[src/fio_map.vh]
`ifndef FIO_MAP_VH
`define FIO_MAP_VH
// register byte offsets on the axi4-lite slave
`define FIO_OFF_FORCE_SELECT 8'h00
`define FIO_OFF_FORCED_IN 8'h04
`define FIO_OFF_IN_MONITOR 8'h08
`define FIO_OFF_FORCED_OUT 8'h0c
`define FIO_OFF_OUT_MONITOR 8'h10
`define FIO_OFF_IN_POLARITY 8'h14
`define FIO_OFF_OUT_POLARITY 8'h18
`define FIO_OFF_VIRT_IN 8'h1c
`define FIO_OFF_VIRT_EN 8'h20
// field widths and positions
`define FIO_NUM_IN 9
`define FIO_NUM_OUT 5
`define FIO_SEL_IN_BIT 0
`define FIO_SEL_OUT_BIT 1
// reset values
`define FIO_RST_SELECT 2'h0
`define FIO_RST_IN 9'h000
`define FIO_RST_OUT 5'h00
`define FIO_RST_ADDR 8'h00
`define FIO_RST_WORD 32'h00000000
`define FIO_RST_STRB 4'h0
// axi responses
`define FIO_RESP_OKAY 2'h0
`define FIO_RESP_SLVERR 2'h2
`endif

[src/fio_override.v]
// Implementation choices: the AXI4-Lite interface to the registers and the register offsets.
`timescale 1ns/10ps
`include "fio_map.vh"

// Functional notes
// - input forcing replaces all input pin levels
// - select 0 none,1 in,2 out,3 both
// - forced input bit i sets terminal i
// - input polarity applies to forced levels too
// - output forcing overrides allocated output functions
// - forced output bit i marks function valid
// - pin level is validity combined with polarity
// - input monitor reports current input levels
// - output monitor reports five actual pin levels
// - select cleared at reset, zero restores normal
// - forcing also replaces virtual communication inputs
module fio_override (
  input wire clk,
  input wire nrst,
  input wire ce,
  input wire [7:0] s_axi_awaddr,
  input wire s_axi_awvalid,
  output wire s_axi_awready,
  input wire [31:0] s_axi_wdata,
  input wire [3:0] s_axi_wstrb,
  input wire s_axi_wvalid,
  output wire s_axi_wready,
  output reg [1:0] s_axi_bresp,
  output reg s_axi_bvalid,
  input wire s_axi_bready,
  input wire [7:0] s_axi_araddr,
  input wire s_axi_arvalid,
  output wire s_axi_arready,
  output reg [31:0] s_axi_rdata,
  output reg [1:0] s_axi_rresp,
  output reg s_axi_rvalid,
  input wire s_axi_rready,
  input wire [8:0] in_pins,
  output reg [8:0] in_func_valid,
  input wire [4:0] out_func_valid,
  output reg [4:0] out_pins
);

  // register storage
  reg [1:0] force_select_r;
  reg [8:0] forced_input_levels_r;
  reg [4:0] forced_output_validity_r;
  reg [8:0] in_pol_r;
  reg [4:0] out_pol_r;
  reg [8:0] virt_in_r;
  reg [8:0] virt_en_r;
  reg [8:0] in_s1_r;
  reg [8:0] in_s2_r;
  reg [8:0] in_s3_r;
  reg [8:0] in_hold_r;
  reg [8:0] in_lvl_r;
  reg [8:0] in_lvl_nxt;
  reg [4:0] out_nxt;
  reg [7:0] awaddr_r;
  reg aw_have_r;
  reg [31:0] wdata_r;
  reg [3:0] wstrb_r;
  reg w_have_r;
  wire wr_go;
  wire rd_go;
  wire force_in;
  wire force_out;
  wire [7:0] aw_word;
  wire [7:0] ar_word;
  // per-terminal filtered level and function validity
  wire [8:0] in_filt;
  wire [8:0] in_func_nxt;
  genvar g;

  // returns 1 when a byte offset names a register
  function mapped;
    input [7:0] a;
    begin
      mapped = (a == `FIO_OFF_FORCE_SELECT) || (a == `FIO_OFF_FORCED_IN) ||
        (a == `FIO_OFF_IN_MONITOR) || (a == `FIO_OFF_FORCED_OUT) ||
        (a == `FIO_OFF_OUT_MONITOR) || (a == `FIO_OFF_IN_POLARITY) ||
        (a == `FIO_OFF_OUT_POLARITY) || (a == `FIO_OFF_VIRT_IN) ||
        (a == `FIO_OFF_VIRT_EN);
    end
  endfunction

  // clears the byte-in-word bits; every register is one whole word,
  // so a byte address inside a word reaches the same register
  // rather than an unmapped slot
  function [7:0] word_of;
    input [7:0] a;
    begin
      word_of = {a[7:2], 2'b00};
    end
  endfunction

  // select decode takes effect in the same cycle as the write lands
  assign force_in = force_select_r[`FIO_SEL_IN_BIT];
  assign force_out = force_select_r[`FIO_SEL_OUT_BIT];

  // address and data are latched independently, in either order;
  // readiness is withdrawn while ce is low, so the master never sees
  // a handshake on an edge at which the slave is frozen
  assign s_axi_awready = ce & ~aw_have_r & ~s_axi_bvalid;
  assign s_axi_wready = ce & ~w_have_r & ~s_axi_bvalid;
  assign s_axi_arready = ce & ~s_axi_rvalid;
  assign wr_go = aw_have_r & w_have_r & ~s_axi_bvalid;
  assign rd_go = s_axi_arvalid & s_axi_arready;
  // word addresses shared by the write and read decoders
  assign aw_word = word_of(awaddr_r);
  assign ar_word = word_of(s_axi_araddr);

  // input level: forced word wins over pins and virtual inputs
  always @* begin
    if (force_in) begin
      in_lvl_nxt = forced_input_levels_r;
    end else begin
      // virtual bits replace filtered pin bits where enabled
      in_lvl_nxt = (in_filt & ~virt_en_r) | (virt_in_r & virt_en_r);
    end
  end

  // output pins: validity xnor high-active polarity bit
  always @* begin
    if (force_out) begin
      out_nxt = ~(forced_output_validity_r ^ out_pol_r);
    end else begin
      out_nxt = ~(out_func_valid ^ out_pol_r);
    end
  end

  // one filter and one polarity stage per terminal; a bit only moves
  // once stages two and three agree, so a level caught mid-change by
  // the first stage cannot flicker into the functions
  generate
    for (g = 0; g < `FIO_NUM_IN; g = g + 1) begin : g_term
      assign in_filt[g] = (in_s2_r[g] == in_s3_r[g]) ? in_s3_r[g] :
        in_hold_r[g];
      // valid when the level, forced or not, matches its active level
      assign in_func_nxt[g] = ~(in_lvl_nxt[g] ^ in_pol_r[g]);
    end
  endgenerate

  // pin synchroniser; a bit counts once stages two and three agree
  always @(posedge clk) begin
    if (!nrst) begin
      in_s1_r <= `FIO_RST_IN;
      in_s2_r <= `FIO_RST_IN;
      in_s3_r <= `FIO_RST_IN;
      in_hold_r <= `FIO_RST_IN;
    end else if (ce) begin
      in_s1_r <= in_pins;
      in_s2_r <= in_s1_r;
      in_s3_r <= in_s2_r;
      in_hold_r <= in_filt; // last agreed level
    end
  end

  // polarity is applied after forcing, so forced bits behave like pins
  always @(posedge clk) begin
    if (!nrst) begin
      in_lvl_r <= `FIO_RST_IN;
      in_func_valid <= `FIO_RST_IN;
      out_pins <= `FIO_RST_OUT;
    end else if (ce) begin
      in_lvl_r <= in_lvl_nxt;
      in_func_valid <= in_func_nxt;
      out_pins <= out_nxt;
    end
  end

  // write side: latch channels, then commit both
  always @(posedge clk) begin
    if (!nrst) begin
      force_select_r <= `FIO_RST_SELECT;
      forced_input_levels_r <= `FIO_RST_IN;
      forced_output_validity_r <= `FIO_RST_OUT;
      in_pol_r <= `FIO_RST_IN;
      out_pol_r <= `FIO_RST_OUT;
      virt_in_r <= `FIO_RST_IN;
      virt_en_r <= `FIO_RST_IN;
      awaddr_r <= `FIO_RST_ADDR;
      aw_have_r <= 1'b0;
      wdata_r <= `FIO_RST_WORD;
      wstrb_r <= `FIO_RST_STRB;
      w_have_r <= 1'b0;
      s_axi_bvalid <= 1'b0;
      s_axi_bresp <= `FIO_RESP_OKAY;
    end else if (ce) begin
      if (s_axi_awvalid && s_axi_awready) begin
        awaddr_r <= s_axi_awaddr;
        aw_have_r <= 1'b1;
      end
      if (s_axi_wvalid && s_axi_wready) begin
        wdata_r <= s_axi_wdata;
        wstrb_r <= s_axi_wstrb;
        w_have_r <= 1'b1;
      end
      if (wr_go) begin
        aw_have_r <= 1'b0;
        w_have_r <= 1'b0;
        s_axi_bvalid <= 1'b1;
        s_axi_bresp <= mapped(aw_word) ?
          `FIO_RESP_OKAY : `FIO_RESP_SLVERR;
        // byte lane 0 holds bits 7:0, lane 1 holds bit 8; upper bits dropped
        case (aw_word)
          // a new select is decoded on the very next cycle, even running
          `FIO_OFF_FORCE_SELECT: begin
            if (wstrb_r[0]) begin
              force_select_r <= wdata_r[1:0];
            end
          end
          // bit 0 is the first input terminal
          `FIO_OFF_FORCED_IN: begin
            if (wstrb_r[0]) begin
              forced_input_levels_r[7:0] <= wdata_r[7:0];
            end
            if (wstrb_r[1]) begin
              forced_input_levels_r[8] <= wdata_r[8];
            end
          end
          // bit 0 is the first output terminal; bits 7:5 are dropped
          `FIO_OFF_FORCED_OUT: begin
            if (wstrb_r[0]) begin
              forced_output_validity_r <= wdata_r[4:0];
            end
          end
          // polarity 1 makes a terminal high active
          `FIO_OFF_IN_POLARITY: begin
            if (wstrb_r[0]) begin
              in_pol_r[7:0] <= wdata_r[7:0];
            end
            if (wstrb_r[1]) begin
              in_pol_r[8] <= wdata_r[8];
            end
          end
          // same encoding for the five output terminals
          `FIO_OFF_OUT_POLARITY: begin
            if (wstrb_r[0]) begin
              out_pol_r <= wdata_r[4:0];
            end
          end
          // virtual inputs stand in for pins bit by bit when enabled
          `FIO_OFF_VIRT_IN: begin
            if (wstrb_r[0]) begin
              virt_in_r[7:0] <= wdata_r[7:0];
            end
            if (wstrb_r[1]) begin
              virt_in_r[8] <= wdata_r[8];
            end
          end
          // forcing still wins over an enabled virtual input
          `FIO_OFF_VIRT_EN: begin
            if (wstrb_r[0]) begin
              virt_en_r[7:0] <= wdata_r[7:0];
            end
            if (wstrb_r[1]) begin
              virt_en_r[8] <= wdata_r[8];
            end
          end
          default: begin
          end
        endcase
      end else if (s_axi_bvalid && s_axi_bready) begin
        s_axi_bvalid <= 1'b0;
      end
    end
  end

  // read side: one-cycle answer, monitors read live state
  always @(posedge clk) begin
    if (!nrst) begin
      s_axi_rvalid <= 1'b0;
      s_axi_rdata <= `FIO_RST_WORD;
      s_axi_rresp <= `FIO_RESP_OKAY;
    end else if (ce) begin
      // the answer is registered on the same edge that takes the address
      if (rd_go) begin
        s_axi_rvalid <= 1'b1;
        s_axi_rresp <= mapped(ar_word) ?
          `FIO_RESP_OKAY : `FIO_RESP_SLVERR;
        // monitors are copied here, so the output monitor lags out_pins by one cycle
        case (ar_word)
          `FIO_OFF_FORCE_SELECT: s_axi_rdata <= {30'h0, force_select_r};
          `FIO_OFF_FORCED_IN: s_axi_rdata <= {23'h0, forced_input_levels_r};
          `FIO_OFF_IN_MONITOR: s_axi_rdata <= {23'h0, in_lvl_r};
          `FIO_OFF_FORCED_OUT: begin
            s_axi_rdata <= {27'h0, forced_output_validity_r};
          end
          `FIO_OFF_OUT_MONITOR: s_axi_rdata <= {27'h0, out_pins};
          `FIO_OFF_IN_POLARITY: s_axi_rdata <= {23'h0, in_pol_r};
          `FIO_OFF_OUT_POLARITY: s_axi_rdata <= {27'h0, out_pol_r};
          `FIO_OFF_VIRT_IN: s_axi_rdata <= {23'h0, virt_in_r};
          `FIO_OFF_VIRT_EN: s_axi_rdata <= {23'h0, virt_en_r};
          default: s_axi_rdata <= 32'h00000000;
        endcase
      end else if (s_axi_rvalid && s_axi_rready) begin
        s_axi_rvalid <= 1'b0;
      end
    end
  end

endmodule // fio_override

[config.mk]
export PLATFORM = sky130hd
export DESIGN_NAME = fio_override
export DESIGN_NICKNAME = d
export VERILOG_FILES = /design/src/fio_override.v
export VERILOG_INCLUDE_DIRS = /design/src /design/src/src
export SDC_FILE = /design/constraint.sdc
export NUM_CORES = 1
export LEC_CHECK = 0
export ABC_AREA = 1
export BUFFER_PORTS_ARGS = -buffer_cell sky130_fd_sc_hd__buf_2
export CORE_AREA = 2 2 138 140
export DETAILED_ROUTE_END_ITERATION = 12
export DIE_AREA = 0 0 140 142
export MAX_ROUTING_LAYER = met4
export PLACE_DENSITY = 0.59
export SLEW_MARGIN = 30
export SYNTH_ARGS = -nofsm -noshare
export SYNTH_HDL_FRONTEND = slang
export SYNTH_SLANG_ARGS = --single-unit
[constraint.sdc]
create_clock -name clk -period 1.9 [get_ports clk]
set_clock_uncertainty 0.05 [all_clocks]
set_input_delay 0.38 -clock clk [delete_from_list [all_inputs] [get_ports clk]]
set_output_delay 0.38 -clock clk [all_outputs]
set_load 0.03 [all_outputs]
==> results of run 1 <==
-- metrics by stage --
stage / cells / setup WS, ns
floorplan: 919 / 0.08745
global placement: 1183 / 0.1425
detailed placement: 1183 / 0.1256
CTS: 1215 / 0.1064
global route: 1215 / 0.05280
finish: 1215 / 0.1454
-- worst max-delay path, stage by stage (launching register included) --
cell and delay, ns:
dfxtp_1 0.36, nor2_1 0.12, inv_1 0.05, nor2_1 0.15
buf_2 0.23
-- routing by layer --
| layer | part of all wire | global-route usage | vias to the layer above |
|---|---|---|---|
| met1 | 0.48 | 0.2303 | 2663 |
| met3 | 0.050 | 0.03903 | 31 |
| li1 | - | - | 3054 |
| met5 | 0 | - | - |
| met4 | 0.021 | 0.06858 | 0 |
| met2 | 0.45 | 0.2803 | 159 |
-- cells in the final DEF, fill, tap and decap left out, drive strengths merged --
| master | count |
|---|---|
| nor2 | 179 |
| nand2 | 142 |
| dfxtp | 139 |
| o21ai | 118 |
| buf | 95 |
| a21oi | 76 |
| inv | 65 |
| nand3 | 29 |
| conb | 25 |
| clkbuf | 22 |
| nand4 | 20 |
| nor3 | 18 |
| a211oi | 9 |
| clkinv | 9 |
| or2 | 8 |
| a31oi | 8 |
| nor4 | 8 |
| xor2 | 5 |
| clkinvlp | 2 |
| a21o | 1 |
| o211ai | 1 |
| or3 | 1 |
| bufinv | 1 |
-- cell families (layout without fill, tap and decap cells) --
family / Yosys count / count (layout)
other: 1 / 25
buffers and inverters: 132 / 194
AOI/OAI and AO/OA: 213 / 213
xor gates and xnor gates: 5 / 5
DFF: 139 / 139
and+or+nand+nor: 405 / 405
-- worst paths after layout --
kind | start | to | slack (ns) | depth (start not counted)
worst min-delay path | in_pins[5] | in_s1_r[5] | 0.13 | 3
worst min register to register | s_axi_rdata[4] | s_axi_rdata[4] | 0.41 | 2
worst max-delay path | s_axi_bvalid | s_axi_wready | 0.15 | 4
worst max register to register | w_have_r | forced_output_validity_r[0] | 0.20 | 6
-- final cells by class --
type / count / share of cell area
multi-input combinational: 648 / 0.4054
clock inverter: 10 / 0.01218
inverter: 67 / 0.03354
tap: 234 / 0.03905
timing repair buffer: 95 / 0.07543
sequential: 139 / 0.3712
clock buffer: 22 / 0.06325
-- power breakdown --
group,internal [mW],leakage [nW],switching (mW),total (mW)
Sequential,3.03,1.14,0.0987,3.13
Clock,1.90,0.276,1.25,3.15
Combinational,0.202,1.83,0.464,0.666
Total,5.14,3.24,1.81,6.95
==> impl_metrics.yaml, run 1 <==
yosys:
  synth-simple-area-share: 0.2825
  syn_area_per_cell_sq_um: 7.092
  synthMuxAreaShare: 0
  synth.top_cell.area_share: 0.4384
  synthTopCellsByCount: "nor2_1 (164), dfxtp_1 (139), nand2_1 (139)"
  ys_top_cells_by_area: "dfxtp_1 (44%), nor2_1 (9.7%), o21ai_0 (8.5%), nand2_1 (8.2%), a21oi_1 (6.0%)"
  synth_seq_cells: 139
  yosysSeqAreaShare: 0.4384
  synth_top_family_by_area: "simple AND/OR/NAND/NOR gates"
  yosysWarnings: 0
  yosysUniqueCellTypes: 33
  synth-xor-area-share: 0.006899
  synth_flop_cell: "dfxtp_1"
  netlist_area_sq_mm: 0.006347
  yosysTopAreaCell: "dfxtp_1"
  synth_compound_area_frac: 0.1747
  synth_most_common_cell: "nor2_1"
  synth_fa_ha_area_frac: 0
  synth_edf_count: 0
  ys_async_sr_fraction: 0
  synth_cells: 895
drt:
  num_vias: 5907
  routed_via_density: 4.862
  wl_per_cell_um: 13.95
  drt_iter0_drc: 485
  antenna_left: 0
  routed_wl_um: 16950
  post-route-drc-count: 8
  drtPass1Iterations: 9
global_routing:
  grt_use_total: 0.1799
  grt_pass1_vias: 5427
  antenna_found_initial: 0
  grt_pass1_wl_um: 27330
  grt_max_degree: 58
  overflow: 0
sta:
  fin_crit_ns: 1.755
  max_freq_mhz: 569.9
  drv_slew: 0
  hold_viol: 0
  rsz0062_at_grt: "false"
  fin_setup_tns_ns: 0
  slew_headroom: 0.6560
  setup_viol: 0
  fin_hold_ws_ns: 0.1340
  worstMarginPinSlew_ns: 0.5160
  period_share: 0.9235
clock_network:
  numCtsBuffers: 17
  hold_buffers: 0
  cts_buffer_depth: 2
  clkSinkCount: 139
  cts_root_buffer: "clkbuf_16"
  clkTransAtPathRegs_ns: 0.06
  cts_setup_buffers: 0
  cts_max_level: 4
  clock_latency_ns: 0.42
  cts_resized: 0
  cts_tree: "done"
floorplanning:
  core_area_sq_mm: 0.01846
  die-width_um: 140
  rows: 50
  die_h_um: 142
  start_util: 0.3439
  pin_count: 129
  die-area_sq_mm: 0.01988
worst_setup_path:
  crit_required_ns: 1.47
  crit_type: "reg -> out"
  cp-end-kind: "output port"
  start_kind: "flop"
  cp_max_fo: 4
  cp.arrival_ns: 1.32
outcome:
  status: "complete, but fails checks"
  violations: "design-rule violations"
placement:
  io_buffers: 74
  placed_area_sq_mm: 0.006932
  gp_congestion: 0.9064
  dp_hpwl_um: 12260
final_layout:
  area_growth_pct: 18.12
  multiInputGateArea_sq_mm: 0.003039
  diodes: 0
  final_area_sq_mm: 0.007497
  fill_cells: 1934
  fin_nets: 1042
  drive_above_1_share: 0.1631
  seq_area_sq_mm: 0.002783
  utilization: 0.4062
flow_run:
  maxCapViolCount: 0
pwr:
  p_leak_nw: 3.239
  power.total_mw: 6.950
  ir_drop_mv: 0.5956
  powerDensity_mw_per_mm2: 927.0
min_path:
  hp-class: "in -> reg"
Power figures use the tool's default switching activity.
==> inputs of run 2 (changes only) <==
CELL_PAD_IN_SITES_DETAIL_PLACEMENT = 0   (was unset)
CELL_PAD_IN_SITES_GLOBAL_PLACEMENT = 2   (was unset)
CORE_AREA = 2 2 149 151   (was 2 2 138 140)
DIE_AREA = 0 0 151 153   (was 0 0 140 142)
PLACE_DENSITY = 0.82   (was 0.59)
==> run 2 against run 1 <==
The flow now finishes without violations. Clock power is 5% higher. Fmax is 2.3% higher. Combinational power is 1% higher.
==> impl_metrics.yaml, run 2 (synthesis results as in run 1) <==
outcome:
  status: "finished, final reports clean"
min_path:
  min_from: "in_pins[2]"
  hold_depth: 3
  hp-class: "in -> reg"
floorplanning:
  die-width_um: 151
  pin_count: 129
  rows: 54
  die_h_um: 153
  start_util: 0.2954
  die-area_sq_mm: 0.02310
  core_area_sq_mm: 0.02149
placement:
  place_ws_ns: 0.06672
  dp_hpwl_um: 13400
  gp_congestion: 0.8285
  io_buffers: 74
final_layout:
  utilization: 0.3526
  multiInputGateArea_sq_mm: 0.003039
  mostFrequentLayoutCells: "nor2_1 (164), nand2_1 (139), dfxtp_1 (139)"
  seq_area_sq_mm: 0.002783
  drive_above_1_share: 0.1685
  final_common_cell: "nor2_1"
  diodes: 0
  fill_cells: 2352
  fin_nets: 1046
  area_growth_pct: 19.36
clock_network:
  cts_buffer_depth: 2
  cts_resized: 0
  numCtsBuffers: 17
  hold_buffers: 0
  cts_setup_buffers: 0
  cts_tree: "done"
  cts_max_level: 4
  clkSinkCount: 139
  clock_latency_ns: 0.42
  clkTransAtPathRegs_ns: 0.06
  cts_root_buffer: "clkbuf_16"
flow_run:
  maxCapViolCount: 0
worst_setup_path:
  path_cells: "nor2_1 -> inv_1 -> nor2_1 -> buf_2"
  cp_max_fo: 4
  cp.arrival_ns: 1.29
  critPathLaunch: "s_axi_bvalid"
  critical_path_depth: 4
  critPathMostFrequentCell: "nor2_1"
  start_kind: "flop"
  worstRegToRegCells: 9
  cp.buffers_inverters: 2
  slowest_delay_ns: 0.36
  cpLargestDelayFamily: "flip-flops"
  crit_type: "reg -> out"
  slowest_stage: "dfxtp_1"
  r2r-start: "aw_have_r"
  crit_required_ns: 1.47
  cp-end-kind: "output port"
sta:
  drv_slew: 0
  period_share: 0.9031
  setup_viol: 0
  slew_headroom: 0.6544
  max_freq_mhz: 582.8
  fin_setup_tns_ns: 0
  fin_crit_ns: 1.716
  worstMarginPinSlew_ns: 0.5184
  hold_viol: 0
  layout_setup_ws_ns: 0.1841
  rsz0062_at_grt: "false"
global_routing:
  grt_use_total: 0.1705
  grt_pass1_wl_um: 29640
  grt_pass1_vias: 5427
  antenna_found_initial: 0
  overflow: 0
  grt_max_degree: 53
drt:
  num_vias: 5835
  drt_iter0_drc: 322
  post-route-drc-count: 0
  routed_wl_um: 18440
  antenna_left: 0
  wl_per_cell_um: 14.58
  routed_via_density: 4.613
  drtPass1Iterations: 5
pwr:
  p_leak_nw: 3.244
  ir_drop_mv: 0.5375
  powerDensity_mw_per_mm2: 940.1
run 2: changes by cell type in the layout (fill, tap and decap cells not counted), sizes merged:
cell,before,now
buf,95,99
bufinv,1,2
clkinvlp,2,6
inv,65,66
clkbuf,22,19
clkinv,9,6
run 2: tightest hold or removal path, stage by stage:
cell	delay, ns
buf_2	0.07
nor2_1	0.03
nor2_1	0.08
run 2: final timing paths:
path,end,slack (ns)
min,in_s1_r[2],0.13
max reg2reg,out_pol_r[3],0.20
min reg2reg,s_axi_rdata[5],0.41
max,s_axi_awready,0.18
run 2: per-layer routing:
metal | GRT usage | vias up | wire length (um)
met5 | - | - | 0
met4 | 0.03738 | 0 | 102
met3 | 0.03552 | 9 | 845
met2 | 0.2647 | 106 | 8452
met1 | 0.2289 | 2666 | 9042
li1 | - | 3054 | -
run 2: area by class of cell:
type / count / area share
Clock buffer: 19 / 0.05979
Clock inverter: 13 / 0.01866
Inverter: 67 / 0.03320
Multi-Input combinational cell: 648 / 0.4012
Sequential cell: 139 / 0.3673
Tap cell: 280 / 0.04624
Timing Repair Buffer: 99 / 0.07366
run 2: power by group:
group,switching (mW),total (mW),internal (mW)
Clock,1.32,3.32,2.01
Sequential,0.0966,3.13,3.03
Combinational,0.472,0.673,0.200
run 2: per-stage QoR:
| stage | power [mW] | cell area [sq um] | hold WS [ns] | cells |
|---|---|---|---|---|
| 6_report | 7.122 | 7576 | 0.1309 | 1265 |
| 5_1_grt | 7.449 | 7576 | 0.1208 | 1265 |
| 4_1_cts | 7.211 | 7576 | 0.1179 | 1265 |
| 3_5_place_dp | 3.869 | 6982 | 0.4050 | 1233 |
| 3_3_place_gp | 3.865 | 6982 | 0.4018 | 1233 |
| 2_1_floorplan | 3.669 | 6437 | 0.3896 | 919 |
